**src/sts_pkg.sv**
```systemverilog
/*
  Package of the supply and thermal supervisor: modes, timing constants
  and the layout of the clear-request vector.
  Assumes a single 20 MHz core clock.
*/
package sts_pkg;

  localparam int unsigned CLK_HZ = 20000000;

  // Short-circuit filter time, shortest legal value used (1.6 ms).
  localparam int unsigned SC_FILTER_US  = 1600;
  localparam int unsigned SC_FILTER_CYC =
    (SC_FILTER_US * (CLK_HZ / 1000000));

  localparam int unsigned RST_DELAY_MS_DEF  = 10;
  localparam int unsigned RST_DELAY_CYC_DEF =
    RST_DELAY_MS_DEF * (CLK_HZ / 1000);
  localparam int unsigned TSD_WAIT_MS_DEF   = 1000;
  localparam int unsigned TSD_WAIT_CYC_DEF  =
    TSD_WAIT_MS_DEF * (CLK_HZ / 1000);

  localparam int unsigned CNT_W          = 32;
  localparam int unsigned TSD_EXT_FACTOR = 64;
  localparam logic [4:0]  TSD_EVT_LIMIT  = 5'h10;
  localparam logic [1:0]  CAN_FAIL_NONE  = 2'h0;
  localparam logic [1:0]  CAN_FAIL_TSD   = 2'h1;

  // Index of each flag in the flag and clear vectors.
  localparam int unsigned F_BAT_UV   = 0;
  localparam int unsigned F_BAT_OV   = 1;
  localparam int unsigned F_MAIN_PW  = 2;
  localparam int unsigned F_MAIN_UV  = 3;
  localparam int unsigned F_MAIN_OV  = 4;
  localparam int unsigned F_MAIN_SC  = 5;
  localparam int unsigned F_FAILURE  = 6;
  localparam int unsigned F_AUX_UV   = 7;
  localparam int unsigned F_CAN_UV   = 8;
  localparam int unsigned F_BLK_TSD  = 9;
  localparam int unsigned F_AUX_OT   = 10;
  localparam int unsigned F_TPW      = 11;
  localparam int unsigned F_CHIP_TSD = 12;
  localparam int unsigned F_TSD_SAFE = 13;
  localparam int unsigned NFLAGS     = 14;

  typedef enum logic [2:0] {
    STS_INIT, STS_NORMAL, STS_STOP, STS_SLEEP, STS_RESTART, STS_FAILSAFE
  } sts_mode_e;

endpackage : sts_pkg

```
**src/sts_flag_if.sv**
```systemverilog
/*
  Interface carrying set, hold and clear terms of the sticky flags
  between the supervisor top and its flag bank.
  Assumes both ends share the core clock.
*/
`timescale 1ns/100ps
`default_nettype none
interface sts_flag_if;
  import sts_pkg::*;
  logic [NFLAGS-1:0] set;
  logic [NFLAGS-1:0] hold;
  logic [NFLAGS-1:0] clr;
  logic [NFLAGS-1:0] q;
  modport bank (input set, input hold, input clr, output q);
  modport ctrl (output set, output hold, output clr, input q);
endinterface : sts_flag_if
`default_nettype wire

```
**src/sts_flag_bank.sv**
```systemverilog
/*
  Bank of sticky flags. A set term always wins over a clear, and a hold
  term (condition still present) blocks the clear.
  Assumes clear requests are one-cycle pulses from the software port.
*/
`timescale 1ns/100ps
`default_nettype none
module sts_flag_bank
  import sts_pkg::*;
(
  input  wire logic core_clk,
  input  wire logic arst_n,
  sts_flag_if.bank  fl
);

  logic [NFLAGS-1:0] flag_q;

  always_ff @(posedge core_clk or negedge arst_n) begin
    if (!arst_n) begin
      flag_q <= '0;
    end else begin
      flag_q <= fl.set | (flag_q & ~(fl.clr & ~fl.hold));
    end
  end

  assign fl.q = flag_q;

endmodule : sts_flag_bank
`default_nettype wire

```
**src/sts_supervisor.sv**
```systemverilog
/*
  Supply and thermal supervisor: sticky diagnostic flags, reset and fail
  outputs, forced Restart and Fail-Safe entry, thermal shutdown recovery.
  Assumes comparator inputs arrive asynchronously from analog blocks and
  that software requests (mode, clears) are already on core_clk.
*/
// Overview of operation
// - Battery undervoltage sets its flag in Init, Restart, Normal; clear after end.
// - Battery undervoltage disables short protection; thermal protection stays on.
// - Stop mode skips battery monitoring unless peak current or prewarning.
// - Battery overvoltage flag in active modes or with charge pump on.
// - With charge pump off, overvoltage flag stays until software clears it.
// - Main regulator prewarning flag when output below first threshold.
// - Main output below reset threshold pulls reset, enters Restart, flag later.
// - Increased hysteresis releases reset only at highest rising threshold.
// - Sleep mode never sets main prewarning or undervoltage flags.
// - Main overvoltage sets flag; with reset enable and config 1, Restart.
// - Overvoltage Restart returns to Normal and clears reset enable.
// - Overvoltage with reset enable and config 0 enters Fail-Safe.
// - Short detection only above battery threshold, after filter time.
// - Short sets flags, turns regulator off, fail output, Fail-Safe.
// - Short Fail-Safe leaves on CAN, wake input or GPIO wake.
// - Aux undervoltage sticky flag, blanked at power-up and switching.
// - Transceiver supply undervoltage sticky flag with CAN enabled.
// - Block overheat switches it off, sets shutdown and aux flags.
// - CAN overheat disables transmitter, fail field 01, auto recovery.
// - Temperature prewarning flag; clearable only once condition ended.
// - Chip shutdown enters Fail-Safe, waits after cooling, Restart, Normal.
// - Extension bit counts shutdowns; at 16 safe flag and 64x wait.
// - Short-circuit filter time is nominally 2 ms; the code uses 1.6 ms (SC_FILTER_US).
`timescale 1ns/100ps
`default_nettype none
module sts_supervisor
  import sts_pkg::*;
#(
  parameter int unsigned RST_DELAY_CYC = RST_DELAY_CYC_DEF,
  parameter int unsigned TSD_WAIT_CYC  = TSD_WAIT_CYC_DEF
) (
  input  wire logic              core_clk,
  input  wire logic              arst_n,
  input  wire logic              battery_uv_cmp,
  input  wire logic              battery_ov_cmp,
  input  wire logic              peak_current_cmp,
  input  wire logic              main_pw_cmp,
  input  wire logic              main_rst_fall_cmp,
  input  wire logic              main_rst_rise_cmp,
  input  wire logic              main_rst_high_cmp,
  input  wire logic              main_ov_cmp,
  input  wire logic              aux_uv_cmp,
  input  wire logic              can_uv_cmp,
  input  wire logic              aux_ot_cmp,
  input  wire logic              can_ot_cmp,
  input  wire logic              tpw_cmp,
  input  wire logic              chip_tsd_cmp,
  input  wire logic              wake_event,
  input  wire logic              stop_req,
  input  wire logic              sleep_req,
  input  wire logic              init_done,
  input  wire logic              charge_pump_en,
  input  wire logic              rst_hys_inc,
  input  wire logic              config_state_bit,
  input  wire logic              ov_rst_enable_set,
  input  wire logic              aux_enable_set,
  input  wire logic              aux_switching,
  input  wire logic              aux_blank,
  input  wire logic              can_enable,
  input  wire logic              shutdown_delay_extend,
  input  wire logic [NFLAGS-1:0] flag_clr,
  output logic [NFLAGS-1:0]      flags,
  output logic                   reset_n_out,
  output logic                   fail_output,
  output logic                   main_regulator_on,
  output logic                   main_short_prot_on,
  output logic                   overvolt_reset_enable,
  output logic [1:0]             aux_enable_bits,
  output logic                   can_tx_enable,
  output logic [1:0]             can_fail,
  output logic [4:0]             tsd_event_count,
  output sts_mode_e              mode
);

  localparam int unsigned NSYNC = 14;
  localparam logic [CNT_W-1:0] SC_LOAD  = CNT_W'(SC_FILTER_CYC);
  localparam logic [CNT_W-1:0] RD_LOAD  = CNT_W'(RST_DELAY_CYC);
  localparam logic [CNT_W-1:0] TW_LOAD  = CNT_W'(TSD_WAIT_CYC);
  localparam logic [CNT_W-1:0] TWX_LOAD =
    CNT_W'(TSD_WAIT_CYC * TSD_EXT_FACTOR);

  // Three-stage synchronisers; a change counts once stage 2 and 3 agree.
  logic [NSYNC-1:0] s1_q, s2_q, s3_q, c_q;
  logic [NSYNC-1:0] raw;
  assign raw = {battery_uv_cmp, battery_ov_cmp, peak_current_cmp,
                main_pw_cmp, main_rst_fall_cmp, main_rst_rise_cmp,
                main_rst_high_cmp, main_ov_cmp, aux_uv_cmp, can_uv_cmp,
                aux_ot_cmp, can_ot_cmp, tpw_cmp, chip_tsd_cmp};

  always_ff @(posedge core_clk or negedge arst_n) begin
    if (!arst_n) begin
      s1_q <= '0;
      s2_q <= '0;
      s3_q <= '0;
      c_q  <= '0;
    end else begin
      s1_q <= raw;
      s2_q <= s1_q;
      s3_q <= s2_q;
      c_q  <= (s2_q & s3_q) | (c_q & (s2_q | s3_q));
    end
  end

  logic bat_uv, bat_ov, peak, m_pw, m_fall, m_rise, m_high, m_ov;
  logic a_uv, k_uv, a_ot, k_ot, t_pw, t_sd;
  assign {bat_uv, bat_ov, peak, m_pw, m_fall, m_rise, m_high, m_ov,
          a_uv, k_uv, a_ot, k_ot, t_pw, t_sd} = c_q;

  sts_flag_if fl ();

  sts_flag_bank u_bank (
    .core_clk (core_clk),
    .arst_n   (arst_n),
    .fl       (fl)
  );

  sts_mode_e mode_q;
  logic      rst_low_q, fail_q, reg_on_q, ov_rst_q, ov_restart_q;
  logic      sc_fs_q, tsd_fs_q, cooling_q, tsd_restart_q;
  logic      under_q;
  logic [1:0] aux_en_q;
  logic [4:0] tsd_cnt_q;
  logic       t_sd_d1_q, m_ov_d1_q;

  logic act_mode, stop_mode, bat_mon, bat_ov_mon;
  logic tsd_edge, ov_edge, main_under, released, sc_hit;
  logic rd_done, tw_done, rd_load, tw_load;

  assign act_mode  = (mode_q == STS_INIT) || (mode_q == STS_RESTART) ||
                     (mode_q == STS_NORMAL);
  assign stop_mode = (mode_q == STS_STOP);
  assign bat_mon    = act_mode || (stop_mode && (peak || m_pw));
  assign bat_ov_mon = bat_mon || charge_pump_en;
  assign tsd_edge   = t_sd && !t_sd_d1_q;
  assign ov_edge    = m_ov && !m_ov_d1_q && reg_on_q;

  assign released   = rst_hys_inc ? m_high : m_rise;
  assign main_under = reg_on_q && (m_fall || (under_q && !released));

  assign main_short_prot_on = reg_on_q && !bat_uv;

  sts_timer u_sc_tmr (
    .core_clk (core_clk),
    .arst_n   (arst_n),
    .run      (main_short_prot_on && main_under),
    .load     (main_short_prot_on && main_under && !under_q),
    .load_val (SC_LOAD),
    .done     (sc_hit)
  );

  assign rd_load = (mode_q != STS_RESTART) || main_under;
  sts_timer u_rd_tmr (
    .core_clk (core_clk),
    .arst_n   (arst_n),
    .run      (mode_q == STS_RESTART && !main_under),
    .load     (rd_load),
    .load_val (RD_LOAD),
    .done     (rd_done)
  );

  assign tw_load = tsd_fs_q && !t_sd && !cooling_q;
  sts_timer u_tw_tmr (
    .core_clk (core_clk),
    .arst_n   (arst_n),
    .run      (cooling_q && !t_sd),
    .load     (tw_load),
    .load_val (fl.q[F_TSD_SAFE] ? TWX_LOAD : TW_LOAD),
    .done     (tw_done)
  );

  always_ff @(posedge core_clk or negedge arst_n) begin
    if (!arst_n) begin
      t_sd_d1_q <= 1'b0;
      m_ov_d1_q <= 1'b0;
      under_q   <= 1'b0;
    end else begin
      t_sd_d1_q <= t_sd;
      m_ov_d1_q <= m_ov;
      under_q   <= main_under;
    end
  end

  // Mode control; thermal and short events take priority over the rest.
  always_ff @(posedge core_clk or negedge arst_n) begin
    if (!arst_n) begin
      mode_q        <= STS_INIT;
      rst_low_q     <= 1'b1;
      fail_q        <= 1'b0;
      reg_on_q      <= 1'b1;
      ov_restart_q  <= 1'b0;
      sc_fs_q       <= 1'b0;
      tsd_fs_q      <= 1'b0;
      cooling_q     <= 1'b0;
      tsd_restart_q <= 1'b0;
    end else if (tsd_edge) begin
      mode_q    <= STS_FAILSAFE;
      tsd_fs_q  <= 1'b1;
      cooling_q <= 1'b0;
      rst_low_q <= 1'b1;
      reg_on_q  <= 1'b0;
    end else if (sc_hit) begin
      mode_q    <= STS_FAILSAFE;
      reg_on_q  <= 1'b0;
      fail_q    <= 1'b1;
      sc_fs_q   <= 1'b1;
      rst_low_q <= 1'b1;
    end else if (ov_edge && ov_rst_q) begin
      fail_q    <= 1'b1;
      rst_low_q <= 1'b1;
      if (config_state_bit) begin
        mode_q       <= STS_RESTART;
        ov_restart_q <= 1'b1;
      end else begin
        mode_q <= STS_FAILSAFE;
      end
    end else begin
      unique case (mode_q)
        STS_INIT, STS_NORMAL, STS_STOP: begin
          if (main_under) begin
            mode_q    <= STS_RESTART;
            rst_low_q <= 1'b1;
          end else if (mode_q == STS_INIT) begin
            if (init_done) begin
              mode_q <= STS_NORMAL;
            end
          end else if (sleep_req) begin
            mode_q   <= STS_SLEEP;
            reg_on_q <= 1'b0;
          end else if (stop_req) begin
            mode_q <= STS_STOP;
          end
          if (mode_q == STS_INIT && !main_under) begin
            rst_low_q <= 1'b0;
          end
        end
        STS_SLEEP: begin
          if (wake_event) begin
            mode_q    <= STS_RESTART;
            reg_on_q  <= 1'b1;
            rst_low_q <= 1'b1;
          end
        end
        STS_RESTART: begin
          if (rd_done) begin
            mode_q        <= STS_NORMAL;
            rst_low_q     <= 1'b0;
            ov_restart_q  <= 1'b0;
            tsd_restart_q <= 1'b0;
          end
        end
        STS_FAILSAFE: begin
          if (tw_load) begin
            cooling_q <= 1'b1;
          end
          if (tsd_fs_q && tw_done) begin
            mode_q        <= STS_RESTART;
            tsd_fs_q      <= 1'b0;
            cooling_q     <= 1'b0;
            tsd_restart_q <= 1'b1;
            reg_on_q      <= 1'b1;
          end else if (!tsd_fs_q && wake_event) begin
            mode_q   <= STS_RESTART;
            sc_fs_q  <= 1'b0;
            reg_on_q <= 1'b1;
            fail_q   <= 1'b0;
          end
        end
      endcase
    end
  end

  always_ff @(posedge core_clk or negedge arst_n) begin
    if (!arst_n) begin
      ov_rst_q <= 1'b0;
    end else if (ov_restart_q && rd_done) begin
      ov_rst_q <= 1'b0;
    end else if (ov_rst_enable_set) begin
      ov_rst_q <= 1'b1;
    end
  end

  always_ff @(posedge core_clk or negedge arst_n) begin
    if (!arst_n) begin
      aux_en_q <= 2'h0;
    end else if (a_ot && aux_en_q != 2'h0) begin
      aux_en_q <= 2'h0;
    end else if (aux_enable_set) begin
      aux_en_q <= 2'h3;
    end
  end

  always_ff @(posedge core_clk or negedge arst_n) begin
    if (!arst_n) begin
      tsd_cnt_q <= 5'h0;
    end else if (!shutdown_delay_extend ||
                 (fl.clr[F_CHIP_TSD] && !fl.hold[F_CHIP_TSD])) begin
      tsd_cnt_q <= 5'h0;
    end else if (tsd_edge && tsd_cnt_q != TSD_EVT_LIMIT) begin
      tsd_cnt_q <= tsd_cnt_q + 5'h1;
    end
  end

  logic rel_edge;
  assign rel_edge = (mode_q == STS_RESTART) && rd_done && under_q == 1'b0
                    && !ov_restart_q && !tsd_restart_q;

  always_comb begin
    fl.set = '0;
    fl.hold = '0;
    fl.set[F_BAT_UV]   = bat_mon && bat_uv;
    fl.set[F_BAT_OV]   = bat_ov_mon && bat_ov;
    fl.set[F_MAIN_PW]  = reg_on_q && m_pw && mode_q != STS_SLEEP;
    fl.set[F_MAIN_UV]  = rel_edge && reg_on_q;
    fl.set[F_MAIN_OV]  = ov_edge;
    fl.set[F_MAIN_SC]  = sc_hit && !tsd_edge;
    fl.set[F_FAILURE]  = sc_hit && !tsd_edge;
    fl.set[F_AUX_UV]   = aux_en_q != 2'h0 && a_uv && !aux_blank &&
                         !aux_switching;
    fl.set[F_CAN_UV]   = can_enable && k_uv;
    fl.set[F_BLK_TSD]  = (a_ot && aux_en_q != 2'h0) || (k_ot && can_enable);
    fl.set[F_AUX_OT]   = a_ot && aux_en_q != 2'h0;
    fl.set[F_TPW]      = t_pw;
    fl.set[F_CHIP_TSD] = tsd_edge;
    fl.set[F_TSD_SAFE] = shutdown_delay_extend && tsd_edge &&
                         tsd_cnt_q == TSD_EVT_LIMIT - 5'h1;
    fl.hold[F_BAT_UV]   = bat_uv;
    fl.hold[F_BAT_OV]   = bat_ov && bat_ov_mon;
    fl.hold[F_BLK_TSD]  = a_ot || k_ot;
    fl.hold[F_TPW]      = t_pw;
    fl.hold[F_CHIP_TSD] = t_sd || mode_q != STS_NORMAL;
  end

  assign fl.clr = flag_clr;

  assign can_tx_enable = can_enable && !k_ot;
  assign can_fail      = (can_enable && k_ot) ? CAN_FAIL_TSD : CAN_FAIL_NONE;

  assign flags                 = fl.q;
  assign reset_n_out           = !rst_low_q;
  assign fail_output           = fail_q;
  assign main_regulator_on     = reg_on_q;
  assign overvolt_reset_enable = ov_rst_q;
  assign aux_enable_bits       = aux_en_q;
  assign tsd_event_count       = tsd_cnt_q;
  assign mode                  = mode_q;

endmodule : sts_supervisor
`default_nettype wire

```
**src/sts_timer.sv**
```systemverilog
/*
  Down counter used for filter and wait times. Loading restarts it; done
  pulses one cycle as the count reaches zero.
  Assumes the load value is at least one.
*/
`timescale 1ns/100ps
`default_nettype none
module sts_timer
  import sts_pkg::*;
(
  input  wire logic             core_clk,
  input  wire logic             arst_n,
  input  wire logic             run,
  input  wire logic             load,
  input  wire logic [CNT_W-1:0] load_val,
  output logic                  done
);

  logic [CNT_W-1:0] cnt_q;
  logic             act_q;

  always_ff @(posedge core_clk or negedge arst_n) begin
    if (!arst_n) begin
      cnt_q <= '0;
      act_q <= 1'b0;
    end else if (load) begin
      cnt_q <= load_val;
      act_q <= 1'b1;
    end else if (!run) begin
      act_q <= 1'b0;
    end else if (act_q && cnt_q != '0) begin
      cnt_q <= cnt_q - 1'b1;
    end
  end

  assign done = act_q && run && (cnt_q == {{(CNT_W-1){1'b0}}, 1'b1});

endmodule : sts_timer
`default_nettype wire
```
**config.mk**
```make
export PLATFORM = sky130hd
export DESIGN_NAME = sts_supervisor
export DESIGN_NICKNAME = d
export VERILOG_FILES = /design/src/sts_pkg.sv /design/src/sts_flag_if.sv /design/src/sts_flag_bank.sv /design/src/sts_supervisor.sv /design/src/sts_timer.sv
export SDC_FILE = /design/constraint.sdc
export NUM_CORES = 1
export LEC_CHECK = 0
export BUFFER_PORTS_ARGS = -buffer_cell sky130_fd_sc_hd__buf_2
export CORE_MARGIN = 2
export CORE_UTILIZATION = 25
export DETAILED_ROUTE_END_ITERATION = 8
export PLACE_DENSITY_LB_ADDON = 0.25
export SLEW_MARGIN = 20
export SYNTH_ARGS = -nofsm -noshare
export SYNTH_HDL_FRONTEND = slang
export SYNTH_SLANG_ARGS = --single-unit
```
**constraint.sdc**
```tcl
create_clock -name core_clk -period 3.4 [get_ports core_clk]
set_input_delay 0.51 -clock core_clk [delete_from_list [all_inputs] [get_ports core_clk]]
set_output_delay 0.51 -clock core_clk [all_outputs]
set_load 0.02 [all_outputs]
```
==> reports/metrics.cfg, run 1 <==
[hold_path]
hp-class = in -> async

[cts]
clkLatencyLatePin_ns = 0.44
cts_tree = yes
cts_sinks = 189
htreeDepth = 4
cts_resized = 0
root_buffer = clkbuf_16
clockBufferDepth = 2
cts_made_buffers = 17
hold_buffers = 0
clkTransAtPathRegs_ns = 0.08
cts_setup_buffers = 0

[pwr]
ir_worst_vdd_mv = 0.3408
p_sw_mw = 2.121
swShare_pct = 34.16
p_clk_share_pct = 31.5
p_int_mw = 4.088
p_per_area_nw_per_um2 = 617.0
combPwrFrac_pct = 23.6
p_leak_nw = 4.236
total_power_mw = 6.210
p_seq_share_pct = 44.9

[worst_setup_path]
reg2reg_slack_ns = 0.15
critPathMaxFanout = 5
crit_path_start_kind = register
cp_common_cell = or4_1
arrival_ns = 3.62
end_kind = register
critPathMaxStageDelay_ns = 0.58
r2r-start = u_rd_tmr.cnt_q[27]
r2r_cells = 7
cp.buffers_inverters = 0
path_cells = or4_1 > or3_1 > or4_1 > or4_1 > a221o_1 > a21boi_2 > mux2i_1
critPathKind = reg -> reg
cpLargestDelayFamily = simple AND/OR/NAND/NOR gates
required_ns = 3.76
r2r-end = mode[0]
slowest_stage = or4_1

[cells_and_area]
syn_to_final_growth_pct = 18.80
fin_cells = 1358
num-fill-cells = 3477
final_nets = 952
antenna-diode-count = 0
drive_above_1_share_pct = 17.14

[die]
die_w_um = 188.1
start_util_pct = 25.33
design.die.area_um2 = 35380
coreArea_um2 = 33450
ios = 75
std_cell_rows = 67
dieHeight_um = 188.1

[global_route]
antenna_found_initial = 1
first_global_vias = 6221
grt_max_degree = 82
overflow = 0
grt_pass1_wl_um = 32680
grtUsageTotal_pct = 11.37

[yosys]
synth_edf_count = 0
synth_area_leaders = dfrtp_1 (55%), xnor2_1 (5.6%), nor2_1 (4.5%), xor2_1 (2.7%), nor3_1 (2.6%)
yosysMostFrequentCell = dfrtp_1
yosysTopAreaCell = dfrtp_1
synth_cells = 807
avgSynthCellArea_um2 = 10.50
synthDistinctLibCells = 65
syn_area_um2 = 8472
seq_area_frac_synth_pct = 55.86
synth-main-ff-cell = dfrtp_1
synth-seq-cells = 189
ys.warnings.count = 0
syn-num-nets = 862
ys_top_cells_by_count = dfrtp_1 (187), nor2_1 (101), xnor2_1 (54), nand2_1 (47), nor3_1 (44)
synth_top_area_share_pct = 55.24
async_reset_ff_share_pct = 100.0

[sta]
fin_crit_ns = 3.255
finalHoldViolations = 0
finalSetupTns_ns = 0
setup_viol = 0
worst_pin_slew_ns = 0.9506
clock_skew_ns = 0.01274
rsz0062_at_grt = false
finalMaxSlewViolations = 0
slew_headroom_pct = 36.14
fmax_ghz = 0.3072
period_share_pct = 95.73

[route]
drc_errors = 0
drt_iter0_drc = 339
viasPerCell = 4.560
routedWlPerCell_um = 14.04
wirelength_um = 19070
ant_nets = 0
via_count = 6192
dr.pass1.iters = 4

[flow_run]
maxCapViolCount = 0

[placement]
dp_hpwl_um = 13240
dp.cells = 1326
gp_congestion = 0.7748
port_buffers = 73

[run_status]
status = complete, no violations

## routing by layer
layer	vias to the layer above	part of all wire, %	track usage [%]
met5	-	0.058	0
li1	3015	-	-
met4	2	0.94	2.998
met2	114	44	17.33
met3	15	4.6	2.901
met1	3046	51	16.01
## sequential cells by signal, summed over array words and instances (netlist names), 3 cells and up
signal	flops
mode	3
u_bank.fl.q	14
s2_q	14
u_rd_tmr.cnt_q	32
u_tw_tmr.cnt_q	32
tsd_event_count	5
s3_q	14
s1_q	14
u_sc_tmr.cnt_q	32
c_q	14
## how the worst max path moves through the flow
stage / startpoint / slack (ns) / endpoint / cells past startpoint
after global routing: u_rd_tmr.cnt_q[27] / 0.05 / mode[0] / 7
after detailed placement: u_rd_tmr.cnt_q[21] / 0.18 / mode[0] / 7
after global placement: u_rd_tmr.cnt_q[21] / 0.23 / mode[0] / 7
final: u_rd_tmr.cnt_q[27] / 0.15 / mode[0] / 7
after floorplan: u_rd_tmr.cnt_q[21] / 0.24 / mode[0] / 8
after CTS: u_rd_tmr.cnt_q[21] / 0.16 / mode[0] / 7
## cell usage in the layout (no fill, tap or decap), types with 4 or more instances in the layout
cell         n
a211oi_1     6
a21oi_1     30
a31oi_1      6
buf_2       72
buf_4       23
clkbuf_16   17
dfrtp_1    187
ha_1        12
inv_1       33
inv_6        6
maj3_1      14
mux2i_1      4
nand2_1     47
nand2b_1    12
nand3_1     16
nand4_1     10
nand4b_1     7
nor2_1     101
nor2b_1      6
nor3_1      44
nor4_1      25
o21ai_0     30
o31ai_1      5
or2_2        9
or3_1       22
or4_1       15
xnor2_1     54
xor2_1      26
## power groups by stage
| stage | logic, mW | clock network (mW) | registers (mW) |
|---|---|---|---|
| after floorplan | 0.998 | 0 | 2.79 |
| after global placement | 1.47 | 0 | 2.83 |
| after detailed placement | 1.48 | 0 | 2.83 |
| after CTS | 1.49 | 2.04 | 2.79 |
| after global routing | 1.68 | 2.14 | 2.84 |
| final | 1.47 | 1.96 | 2.79 |
## final cells by class
cell class	instances	area (um2)	area share, %
flip-flops and latches	189	4732	47.02
well taps	448	560.5	5.569
inverters	33	123.9	1.231
clock buffers	18	429.2	4.264
multi-input cells	559	3508	34.86
repair buffers	97	566.8	5.632
clock inverters	14	143.9	1.430
## through the flow
stage | util (%) | hold slack (ns) | cell area, um2 | setup slack (ns)
after floorplan | - | 0.2144 | 8472 | 0.2421
after global placement | 28.36 | 0.3311 | 9485 | 0.2294
after detailed placement | 28.36 | 0.3347 | 9485 | 0.1764
after CTS | 30.07 | 0.1204 | 10060 | 0.1582
after global routing | 30.09 | 0.1334 | 10060 | 0.05213
final | 30.09 | 0.08818 | 10060 | 0.1450
## logic make-up (layout without fill, tap and decap cells)
group,after synthesis,in the layout,share of synthesized area (%)
fa+ha+maj,26,26,3.426
mux,4,4,0.4726
simple gates,341,341,21.09
flops,189,189,55.86
buf+inv,59,162,2.806
other cells,1,1,0.04426
xor+xnor,80,80,8.271
compound gates,107,107,8.034
No activity file was read; power rests on OpenSTA's default activity.
==> run 2: changes to the inputs <==
- CORE_MARGIN: 2 -> default
- CTS_CLUSTER_DIAMETER: default -> 60
==> run 2 against run 1 <==
Non-clock buffer count decreased by 1. Sequential power about the same. Flip-flop and latch count unchanged. First-iteration DRC count increased by 9.1%. Hold slack improved by 0.020 ns. Largest cell class unchanged. Largest power group unchanged. Highest routed layer unchanged.
==> reports/metrics.cfg, run 2 (synthesized netlist as in run 1, its figures left out) <==
[global_route]
overflow = 0  ; unchanged
first_global_vias = 5975  ; was 6221
grt_pass1_wl_um = 31160  ; was 32680 um
grt_max_degree = 83  ; was 82
antenna_found_initial = 1  ; unchanged
grtUsageTotal_pct = 11.46  ; was 11.37%

[pwr]
total_power_mw = 6.191  ; was 6.210 mW
ir_worst_vdd_mv = 0.3508  ; was 0.3408 mV
p_per_area_nw_per_um2 = 616.0  ; was 617.0 nW/um2
p_leak_nw = 4.226  ; was 4.236 nW

[cts]
clkTransAtPathRegs_ns = 0.08  ; about the same
cts_resized = 0  ; unchanged
cts_setup_buffers = 0  ; unchanged
root_buffer = clkbuf_16  ; unchanged
htreeDepth = 4  ; unchanged
cts_sinks = 189  ; unchanged
hold_buffers = 0  ; unchanged
clkLatencyLatePin_ns = 0.44  ; about the same
cts_made_buffers = 17  ; unchanged
clockBufferDepth = 2  ; unchanged
cts_tree = yes  ; unchanged

[cells_and_area]
num-fill-cells = 3449  ; was 3477
drive_above_1_share_pct = 16.96  ; was 17.14%
final_nets = 951  ; was 952
final_cell_mix = dfrtp_1 (187), nor2_1 (101), buf_2 (72), xnor2_1 (54), nand2_1 (47)  ; unchanged
reg_top3 = u_rd_tmr.cnt_q: 32 flops, u_sc_tmr.cnt_q: 32 flops, u_tw_tmr.cnt_q: 32 flops  ; unchanged
syn_to_final_growth_pct = 18.64  ; was 18.80%
layout_commonest_cell = dfrtp_1  ; unchanged
antenna-diode-count = 0  ; unchanged

[sta]
fmax_ghz = 0.3058  ; was 0.3072 GHz
finalSetupTns_ns = 0  ; unchanged
setup_viol = 0  ; unchanged
clock_skew_ns = 0.01298  ; was 0.01274 ns
finalMaxSlewViolations = 0  ; unchanged
period_share_pct = 96.19  ; was 95.73%
rsz0062_at_grt = false  ; unchanged
slew_headroom_pct = 32.62  ; was 36.14%
finalHoldViolations = 0  ; unchanged
worst_pin_slew_ns = 1.011  ; was 0.9506 ns
fin_crit_ns = 3.270  ; was 3.255 ns

[route]
routedWlPerCell_um = 13.77  ; was 14.04 um
ant_nets = 0  ; unchanged
viasPerCell = 4.494  ; was 4.560
via_count = 6094  ; was 6192
wirelength_um = 18680  ; was 19070 um
drt_iter0_drc = 370  ; was 339
drc_errors = 0  ; unchanged
dr.pass1.iters = 5  ; was 4

[placement]
dp_hpwl_um = 12870  ; was 13240 um
gp_congestion = 0.7506  ; was 0.7748
port_buffers = 73  ; unchanged

[worst_setup_path]
crit_path_start_kind = register  ; unchanged
arrival_ns = 3.63  ; was 3.62 ns
critPathMaxFanout = 5  ; unchanged
end_kind = register  ; unchanged
critPathKind = reg -> reg  ; unchanged
required_ns = 3.76  ; about the same

[die]
die_w_um = 186.1  ; was 188.1 um
coreArea_um2 = 33450  ; unchanged
dieHeight_um = 186.1  ; was 188.1 um
start_util_pct = 25.33  ; unchanged
std_cell_rows = 67  ; unchanged
ios = 75  ; unchanged
design.die.area_um2 = 34630  ; was 35380 um2

[run_status]
status = complete, no violations  ; unchanged

[hold_path]
hp-class = in -> async  ; unchanged

[flow_run]
maxCapViolCount = 0  ; unchanged

==> run 2: layout make-up <==
| cell class | count | area (um2) | share of cell area (%) |
|---|---|---|---|
| clock inverter | 14 | 147.6 | 1.469 |
| tap | 448 | 560.5 | 5.577 |
| timing repair buffer | 96 | 559.3 | 5.565 |
| sequential | 189 | 4732 | 47.08 |
| clock buffer | 17 | 425.4 | 4.233 |
| multi-input combinational | 559 | 3502 | 34.84 |
| inverter | 33 | 123.9 | 1.232 |
==> run 2: final timing paths <==
check	slack, ns	cells after the start	endpoint	start
max	0.13	7	mode[0]	u_rd_tmr.cnt_q[15]
max reg2reg	0.13	7	mode[0]	u_rd_tmr.cnt_q[15]
max in group asynchronous	2.41	2	rst_low_q	arst_n
min in group core_clk	0.17	1	s1_q[8]	main_rst_rise_cmp
min	0.11	1	s2_q[12]	arst_n
min reg2reg	0.35	0	s2_q[9]	s1_q[9]
==> run 2: where the power goes <==
group	internal [mW]	switching (mW)	total, mW
registers	2.51	0.269	2.78
logic	0.583	0.862	1.44
clock network	0.979	0.984	1.96
total	4.08	2.11	6.19
==> run 2: worst max-delay path: stages (launching register included) <==
cell and delay [ns]:
dfrtp_1 0.40, or4_4 0.56, or4_1 0.51, or2_4 0.30
or4_1 0.58, a221o_1 0.41, a21boi_2 0.22, mux2i_1 0.22
==> run 2: layer usage <==
| layer | track usage (%) | vias to the layer above | wire length, um |
|---|---|---|---|
| li1 | - | 3013 | - |
| met2 | 17.37 | 108 | 8222 |
| met4 | 3.148 | 2 | 155 |
| met5 | 0 | - | 11 |
| met3 | 3.209 | 13 | 898 |
| met1 | 15.85 | 2958 | 9387 |
==> run 2: metrics by stage <==
stage	util (%)	setup slack, ns	instance area [um2]	std cells	hold slack, ns
after floorplan	-	0.2421	8472	807	0.2144
after global placement	28.34	0.2285	9478	1325	0.3319
after detailed placement	28.34	0.1619	9478	1325	0.3347
after CTS	30.05	0.1337	10050	1356	0.1400
after global routing	30.05	0.03948	10050	1356	0.1448
final	30.05	0.1295	10050	1356	0.1082
